### src/inc/aqcd_pkg.sv
// Shared constants and types for the analog quad configuration decoder
package aqcd_pkg;

  // Byte index of each pad inside a quad
  localparam logic [1:0] BYTE_VOLTAGE = 2'h0;
  localparam logic [1:0] BYTE_CURRENT = 2'h1;
  localparam logic [1:0] BYTE_GATE = 2'h2;
  localparam logic [1:0] BYTE_THERMAL = 2'h3;
  localparam int BYTE_COUNT = 4;

  // Field positions shared by voltage, current and thermal pad bytes
  localparam int SCALE_LSB = 0;
  localparam int SCALE_MSB = 2;
  localparam int MUX_LSB = 3;
  localparam int MUX_MSB = 4;
  localparam int DIRECT_BIT = 5;
  localparam int POLARITY_BIT = 6;
  localparam int OPAMP_BIT = 7;

  // Field positions only in the voltage pad byte
  localparam int CURMON_BIT = 4;

  // Field positions of the gate pad byte
  localparam int TEMPMON_BIT = 0;
  localparam int DRIVE_LSB = 2;
  localparam int DRIVE_MSB = 3;
  localparam int GATE_POL_BIT = 6;
  localparam int HIGH_DRIVE_BIT = 7;

  // Multiplexer codes
  localparam logic [1:0] MUX_PRESCALER = 2'h0;
  localparam logic [1:0] MUX_DIRECT = 2'h1;
  localparam logic [1:0] MUX_MONITOR = 2'h2;
  localparam logic [1:0] MUX_INVALID = 2'h3;

  // Prescaler codes allowed for the temperature monitor
  localparam logic [2:0] SCALE_16V = 3'h0;
  localparam logic [2:0] SCALE_4V = 3'h2;

  // Low-drive current codes: 1, 3, 10 and 30 microamps
  localparam logic [1:0] DRIVE_1UA = 2'h0;
  localparam logic [1:0] DRIVE_3UA = 2'h1;
  localparam logic [1:0] DRIVE_10UA = 2'h2;
  localparam logic [1:0] DRIVE_30UA = 2'h3;

  // Power-up defaults: highest range, prescaler, switches off, positive, off
  localparam logic [7:0] VOLTAGE_RESET = 8'h00;
  localparam logic [7:0] CURRENT_RESET = 8'h00;
  localparam logic [7:0] GATE_RESET = 8'h00;
  localparam logic [7:0] THERMAL_RESET = 8'h00;

  typedef enum logic [1:0] {
    ROUTE_PRESCALER,
    ROUTE_DIRECT,
    ROUTE_MONITOR,
    ROUTE_NONE
  } aqcd_route_type;

  typedef enum logic [1:0] {
    GATE_OFF,
    GATE_LOW_DRIVE,
    GATE_HIGH_DRIVE
  } aqcd_drive_type;

endpackage : aqcd_pkg

### src/rtl/aqcd_pad_decode.sv
// Decoder for one voltage, current or thermal pad configuration byte
`timescale 1ns/1ns
module aqcd_pad_decode (
  input logic [7:0] cfg_byte,
  output logic [2:0] scale_sel,
  output aqcd_pkg::aqcd_route_type route,
  output logic route_invalid,
  output logic direct_switch_on,
  output logic polarity_negative,
  output logic opamp_on
);

  always_comb begin
    case (cfg_byte[aqcd_pkg::MUX_MSB:aqcd_pkg::MUX_LSB]) // [RQ1]
      aqcd_pkg::MUX_PRESCALER: route = aqcd_pkg::ROUTE_PRESCALER;
      aqcd_pkg::MUX_DIRECT: route = aqcd_pkg::ROUTE_DIRECT;
      aqcd_pkg::MUX_MONITOR: route = aqcd_pkg::ROUTE_MONITOR;
      // Forbidden code connects nothing rather than guess
      default: route = aqcd_pkg::ROUTE_NONE;
    endcase
  end

  assign route_invalid = (cfg_byte[aqcd_pkg::MUX_MSB:aqcd_pkg::MUX_LSB]
    == aqcd_pkg::MUX_INVALID); // [RQ1]
  assign scale_sel = cfg_byte[aqcd_pkg::SCALE_MSB:aqcd_pkg::SCALE_LSB]; // [RQ12]
  assign direct_switch_on = cfg_byte[aqcd_pkg::DIRECT_BIT]; // [RQ2]
  assign polarity_negative = cfg_byte[aqcd_pkg::POLARITY_BIT]; // [RQ3]
  assign opamp_on = cfg_byte[aqcd_pkg::OPAMP_BIT]; // [RQ5]

endmodule : aqcd_pad_decode

### src/rtl/aqcd_quad_config.sv
// Analog quad configuration byte storage and control line decoding
`timescale 1ns/1ns
// Requirements on this block and on its configuring party
// RQ1: Bits 4:3 route ADC to prescaler, direct input or monitor; 11 is invalid.
// RQ2: Bit 5 opens or closes the pad's direct analog input switch.
// RQ3: Bit 6 selects positive or negative input polarity of the pad.
// RQ4: Configuring party keeps thermal pad bit 6 at zero.
// RQ5: Bit 7 powers the pad prescaler op amp down or up.
// RQ6: Voltage pad bit 4 switches the current monitor input off or on.
// RQ7: Gate bits 3:2 pick low-drive current of 1, 3, 10 or 30 microamps.
// RQ8: Gate bit 6 selects positive or negative gate driver polarity.
// RQ9: Gate drive off without drive-on input; else bit 7 picks low or high.
// RQ10: Temperature monitor enable follows gate pad bit 0.
// RQ11: Configuring party sets gate bit 0 in all ten quads for monitoring.
// RQ12: Bits 2:0 pick prescaler scale; thermal monitor uses only 000 or 010.
// RQ13: Four bytes per quad: voltage, current, gate, thermal pads.
// RQ14: Bytes take defaults at reset and hold until written.
// RQ15: Bytes are stored from the port; control lines decode combinationally.
module aqcd_quad_config (
  input logic clk,
  input logic reset,
  input logic cfg_write,
  input logic cfg_read,
  input logic [1:0] cfg_addr,
  input logic [7:0] cfg_wdata,
  output logic [7:0] cfg_rdata,
  output logic cfg_rvalid,
  input logic gate_drive_on_input,
  output logic [2:0] voltage_pad_scale,
  output aqcd_pkg::aqcd_route_type voltage_pad_route,
  output logic voltage_pad_route_invalid,
  output logic voltage_pad_direct_on,
  output logic voltage_pad_negative,
  output logic voltage_pad_opamp_on,
  output logic current_monitor_switch_on,
  output logic [2:0] current_pad_scale,
  output aqcd_pkg::aqcd_route_type current_pad_route,
  output logic current_pad_route_invalid,
  output logic current_pad_direct_on,
  output logic current_pad_negative,
  output logic current_pad_opamp_on,
  output logic [2:0] thermal_pad_scale,
  output aqcd_pkg::aqcd_route_type thermal_pad_route,
  output logic thermal_pad_route_invalid,
  output logic thermal_pad_direct_on,
  output logic thermal_pad_negative,
  output logic thermal_pad_opamp_on,
  output logic [1:0] gate_pad_current,
  output logic gate_pad_negative,
  output aqcd_pkg::aqcd_drive_type gate_pad_drive,
  output logic temp_monitor_enable_control
);

  logic [7:0] voltage_pad_config;
  logic [7:0] current_pad_config;
  logic [7:0] gate_pad_config;
  logic [7:0] thermal_pad_config;
  logic [7:0] next_rdata;

  // Configuration byte storage, one byte per pad
  always_ff @(posedge clk) begin
    if (reset) begin
      voltage_pad_config <= aqcd_pkg::VOLTAGE_RESET; // [RQ14]
      current_pad_config <= aqcd_pkg::CURRENT_RESET; // [RQ14]
      gate_pad_config <= aqcd_pkg::GATE_RESET; // [RQ14]
      thermal_pad_config <= aqcd_pkg::THERMAL_RESET; // [RQ14]
    end else if (cfg_write) begin
      // Spare bits are kept so software reads back what it wrote
      if (cfg_addr == aqcd_pkg::BYTE_VOLTAGE) begin
        voltage_pad_config <= cfg_wdata; // [RQ13] [RQ15]
      end else if (cfg_addr == aqcd_pkg::BYTE_CURRENT) begin
        current_pad_config <= cfg_wdata; // [RQ13] [RQ15]
      end else if (cfg_addr == aqcd_pkg::BYTE_GATE) begin
        gate_pad_config <= cfg_wdata; // [RQ13] [RQ15]
      end else begin
        thermal_pad_config <= cfg_wdata; // [RQ13] [RQ15]
      end
    end
  end

  // Read path
  always_comb begin
    if (cfg_addr == aqcd_pkg::BYTE_VOLTAGE) begin
      next_rdata = voltage_pad_config;
    end else if (cfg_addr == aqcd_pkg::BYTE_CURRENT) begin
      next_rdata = current_pad_config;
    end else if (cfg_addr == aqcd_pkg::BYTE_GATE) begin
      next_rdata = gate_pad_config;
    end else begin
      next_rdata = thermal_pad_config;
    end
  end

  // Registered read data; a same-cycle write is seen on the next read
  always_ff @(posedge clk) begin
    if (reset) begin
      cfg_rdata <= 8'h00;
      cfg_rvalid <= 1'b0;
    end else begin
      cfg_rvalid <= cfg_read;
      if (cfg_read) begin
        cfg_rdata <= next_rdata;
      end
    end
  end

  aqcd_pad_decode u_voltage (
    .cfg_byte(voltage_pad_config),
    .scale_sel(voltage_pad_scale),
    .route(voltage_pad_route),
    .route_invalid(voltage_pad_route_invalid),
    .direct_switch_on(voltage_pad_direct_on),
    .polarity_negative(voltage_pad_negative),
    .opamp_on(voltage_pad_opamp_on)
  );

  aqcd_pad_decode u_current (
    .cfg_byte(current_pad_config),
    .scale_sel(current_pad_scale),
    .route(current_pad_route),
    .route_invalid(current_pad_route_invalid),
    .direct_switch_on(current_pad_direct_on),
    .polarity_negative(current_pad_negative),
    .opamp_on(current_pad_opamp_on)
  );

  // Thermal polarity is decoded as stored; keeping it positive is software's job
  aqcd_pad_decode u_thermal (
    .cfg_byte(thermal_pad_config),
    .scale_sel(thermal_pad_scale),
    .route(thermal_pad_route),
    .route_invalid(thermal_pad_route_invalid),
    .direct_switch_on(thermal_pad_direct_on),
    .polarity_negative(thermal_pad_negative), // [RQ4]
    .opamp_on(thermal_pad_opamp_on)
  );

  // Shares bit 4 with the voltage pad multiplexer code
  assign current_monitor_switch_on = voltage_pad_config[aqcd_pkg::CURMON_BIT]; // [RQ6]

  // Gate pad decoding
  assign gate_pad_current =
    gate_pad_config[aqcd_pkg::DRIVE_MSB:aqcd_pkg::DRIVE_LSB]; // [RQ7]
  assign gate_pad_negative = gate_pad_config[aqcd_pkg::GATE_POL_BIT]; // [RQ8]
  // Each quad drives only its share; the monitor needs all ten enabled
  assign temp_monitor_enable_control = gate_pad_config[aqcd_pkg::TEMPMON_BIT]; // [RQ10] [RQ11]

  always_comb begin
    if (!gate_drive_on_input) begin
      gate_pad_drive = aqcd_pkg::GATE_OFF; // [RQ9]
    end else if (gate_pad_config[aqcd_pkg::HIGH_DRIVE_BIT]) begin
      gate_pad_drive = aqcd_pkg::GATE_HIGH_DRIVE; // [RQ9]
    end else begin
      gate_pad_drive = aqcd_pkg::GATE_LOW_DRIVE; // [RQ9] [RQ7]
    end
  end
endmodule : aqcd_quad_config

### config.mk
export PLATFORM = sky130hd
export DESIGN_NAME = aqcd_quad_config
export DESIGN_NICKNAME = d
export VERILOG_FILES = /design/src/inc/aqcd_pkg.sv /design/src/rtl/aqcd_pad_decode.sv /design/src/rtl/aqcd_quad_config.sv
export SDC_FILE = /design/constraint.sdc
export NUM_CORES = 1
export LEC_CHECK = 0
export BUFFER_PORTS_ARGS = -buffer_cell sky130_fd_sc_hd__buf_2
export CORE_UTILIZATION = 50
export DETAILED_ROUTE_END_ITERATION = 12
export PLACE_DENSITY = 0.79
export SLEW_MARGIN = 0
export SYNTH_ARGS = -nofsm -noshare
export SYNTH_HDL_FRONTEND = slang
export SYNTH_SLANG_ARGS = --single-unit
### constraint.sdc
create_clock -name clk -period 2.6 [get_ports clk]
set_input_delay 0.26 -clock clk [delete_from_list [all_inputs] [get_ports clk]]
set_output_delay 0.26 -clock clk [all_outputs]
set_load 0.03 [all_outputs]
==> results by group <==
Die
  – Die H: 64.3 µm
  – Initial core utilization: 0.526
  – Die Wd: roughly 64 µm
  – DIE AREA: 0.00413 mm²
  – FP Rows: 22
  – Core footprint: 0.00369 mm²
  – I/O Pins: 58

Clocking
  – CTS root buffer: clkbuf_8
  – Worst-Skew Late Latency: 0.29 ns
  – CTS tree: built
  – H-tree levels: 2
  – CTS sink cnt: 41
  – Post-CTS Setup Repair Bufs: 0
  – Longest Clk Path Bufs: 2
  – CTS Hold Bufs: 0
  – Clock transition at path regs: 0.08 ns
  – Number of CTS-inserted buffers: 5
  – Cts repair resizes: 0

Power and ir drop
  – PD cells: between 500 and 600 mW/mm²
  – VDD IR-drop max: 0.374 mV
  – Combinational fraction of design power: 0.162
  – Sequential Power Share: 0.526
  – Static Leak: between 1 and 1.5 nW
  – Internal Pwr Total: 0.000913 W
  – Total chip power: 0.00128 W
  – Clock Power Share: 0.312
  – Switching pwr: 0.000363 W
  – Sw Share: 0.285

Logic synthesis
  – Largest cells by area after synthesis: dfxtp_1 (42%), mux2i_1 (17%), buf_4 (5.0%), mux2_2 (4.6%), nor2_1 (4.6%)
  – Distinct cells, synth: 21
  – Yosys top cell area share: 0.423
  – Yosys top cell by area: dfxtp_1
  – Post-synthesis cell area: approximately 0.0019 mm²
  – Yosys Warn Count: 0
  – Flops & latches, synth: 41
  – Register area share after synthesis: 0.423
  – Synthesized Nets: 223
  – Cells after Synth: 203
  – Syn avg cell area: 9.55 µm²

Placement
  – Port bufs: 57
  – GP Congestion: about 0.8
  – Dpl hpwl: roughly 2900 µm
  – Dpl cells: 277
  – Placed Area: ~0.0021 mm²

Timing
  – Worst slew pin tran: 0.747 ns
  – Max-slew headroom: 0.502
  – RSZ-0062 raised after global routing: no
  – Minimum clock period: 1.63 ns
  – Sum Neg Setup Slack: 0 ns
  – Max-slew violations: 0
  – # setup viols final: 0
  – Final period utilization: 0.627
  – Final Hold Slack: 0.255 ns
  – Endpoints failing hold: 0
  – Max Clock Skew: 0.00442 ns
  – Peak Freq: 613 MHz

Cells and area
  – Non-Filler Instances: between 200 and 300
  – Nets@finish: 256
  – Diode count: 0
  – Final non-filler cell area: around 0.0022 mm²
  – P&R area growth vs syn: 12.3%
  – Share of cells above drive strength 1: 0.312
  – Fill cells: 354

Critical path
  – Crit path launch type: input port
  – CP cell instances: buf_2, inv_1, ha_1, nand3b_1, mux2i_1, nor2_1
  – Worst path required time: 2.75 ns
  – CP max-delay cell: ha_1
  – Crit path DAT: 1.78 ns
  – CP max stage delay: around 0.48 ns
  – CP Max Fanout: 10
  – Nature of the critical path endpoint: flip-flop
  – WS Path Type: in2reg

Routing
  – DR iter-0 viols: 128
  – Vias per cell: 5.12
  – Post-route DRC: 0
  – WL final: 3970 µm
  – Routed Antenna Nets: 0
  – Via count: 1460
  – WL/cell: 13.9 µm
  – DR pass1 iterations: 4

Global routing
  – Initial antenna violation count: 0
  – Pin count of the biggest net entering global routing: 42
  – First-pass GRT wire length: 6630 µm
  – GRT overflow: 0
  – Gr usage total: 0.207
  – Number of global-route vias before repair: 1362

Status
  – Outcome: finished clean

Hold path
  – Hold Crit Class: in2reg

Flow run
  – Max-Cap Viols: 0
power groups by stage:
stage / registers (W) / clock network, W / logic (W)
global placement: 0.000685 / 0 / 0.000203
finish: 0.000671 / 0.000398 / 0.000207
detailed placement: 0.000686 / 0 / 0.000207
CTS: 0.000671 / 0.000401 / 0.000208
global route: 0.000675 / 0.000435 / 0.000225
floorplan: 0.000714 / 0 / 0.000132
synth_stat cells:
| library cell | count |
|---|---|
| buf_4 | 13 |
| a211oi_1 | 8 |
| dfxtp_1 | 41 |
| o21ai_0 | 8 |
| nand3_1 | 8 |
| clkbuf_1 | 11 |
| clkbuf_2 | 1 |
| ha_1 | 5 |
| nor3b_2 | 1 |
| nand3b_1 | 9 |
| nand2_1 | 9 |
| and4bb_1 | 1 |
| nor2_1 | 24 |
| mux2_2 | 8 |
| mux2i_1 | 32 |
| buf_2 | 4 |
| buf_6 | 3 |
| inv_1 | 2 |
| nor2b_1 | 3 |
| a21oi_1 | 8 |
| and2_1 | 4 |
cell usage in the layout, fill, tap and decap left out, types with 2 or more instances in the layout:
cell type,instances
buf_2,57
dfxtp_1,41
mux2i_1,32
nor2_1,24
nand3b_1,9
nand2_1,9
mux2_2,8
o21ai_0,8
a211oi_1,8
nand3_1,8
a21oi_1,8
ha_1,5
clkbuf_8,5
and2_1,4
nor2b_1,3
inv_1,2
clkinv_2,2
area by class of cell:
type / count / area [µm²] / share of cell area
clock inverter: 2 / 10.0 / 0.00460
sequential: 41 / 821 / 0.377
multi-input combinational: 128 / 913 / 0.420
tap: 48 / 60.1 / 0.0276
inverter: 2 / 7.51 / 0.00345
clock buffer: 6 / 72.6 / 0.0333
timing repair buffer: 58 / 293 / 0.134
flip-flops by register name (all words and copies together) (netlist names):
name and count:
cfg_rdata 8, cfg_rvalid 1, current_pad_config 8, gate_pad_config 8, thermal_pad_config 8, voltage_pad_config 8
per-layer routing:
metal,vias to the layer above,GRT usage,share of wire
met3,2,0.0446,0.043
met5,-,0,0
met2,37,0.309,0.44
met1,684,0.293,0.51
li1,737,-,-
met4,0,0.0667,0.0038
kinds of logic after synthesis:
| kind of cell | after synthesis | synth area share |
|---|---|---|
| compound gates | 24 | 0.0723 |
| fa+ha+maj | 5 | 0.0323 |
| buf+inv | 34 | 0.106 |
| flops | 41 | 0.423 |
| mux | 40 | 0.212 |
| simple gates | 59 | 0.155 |
metrics by stage:
stage | utilization | setup WS [ns]
finish | 0.590 | 0.970
global placement | 0.568 | 0.745
detailed placement | 0.568 | 0.660
floorplan | - | 1.20
CTS | 0.590 | 0.962
global route | 0.590 | 0.811
critical path, delay by kind of cell:
kind,cells,cell delay [ns]
fa+ha+maj,1,0.48
buf+inv,2,0.20
mux,1,0.30
simple gates,2,0.54
worst paths after layout:
check	startpoint	end	slack [ns]	depth (start not counted)
min reg2reg	voltage_pad_config[7]$_SDFFE_PP0P_	voltage_pad_config[7]$_SDFFE_PP0P_	0.47	2
min	cfg_wdata[3]	voltage_pad_config[3]$_SDFFE_PP0P_	0.25	3
max	cfg_addr[1]	current_pad_config[1]$_SDFFE_PP0P_	0.97	6
max reg2reg	gate_pad_config[7]$_SDFFE_PP0P_	cfg_rdata[7]$_SDFFE_PP0P_	1.54	3
Note: power is estimated with default switching activity, not from simulation.
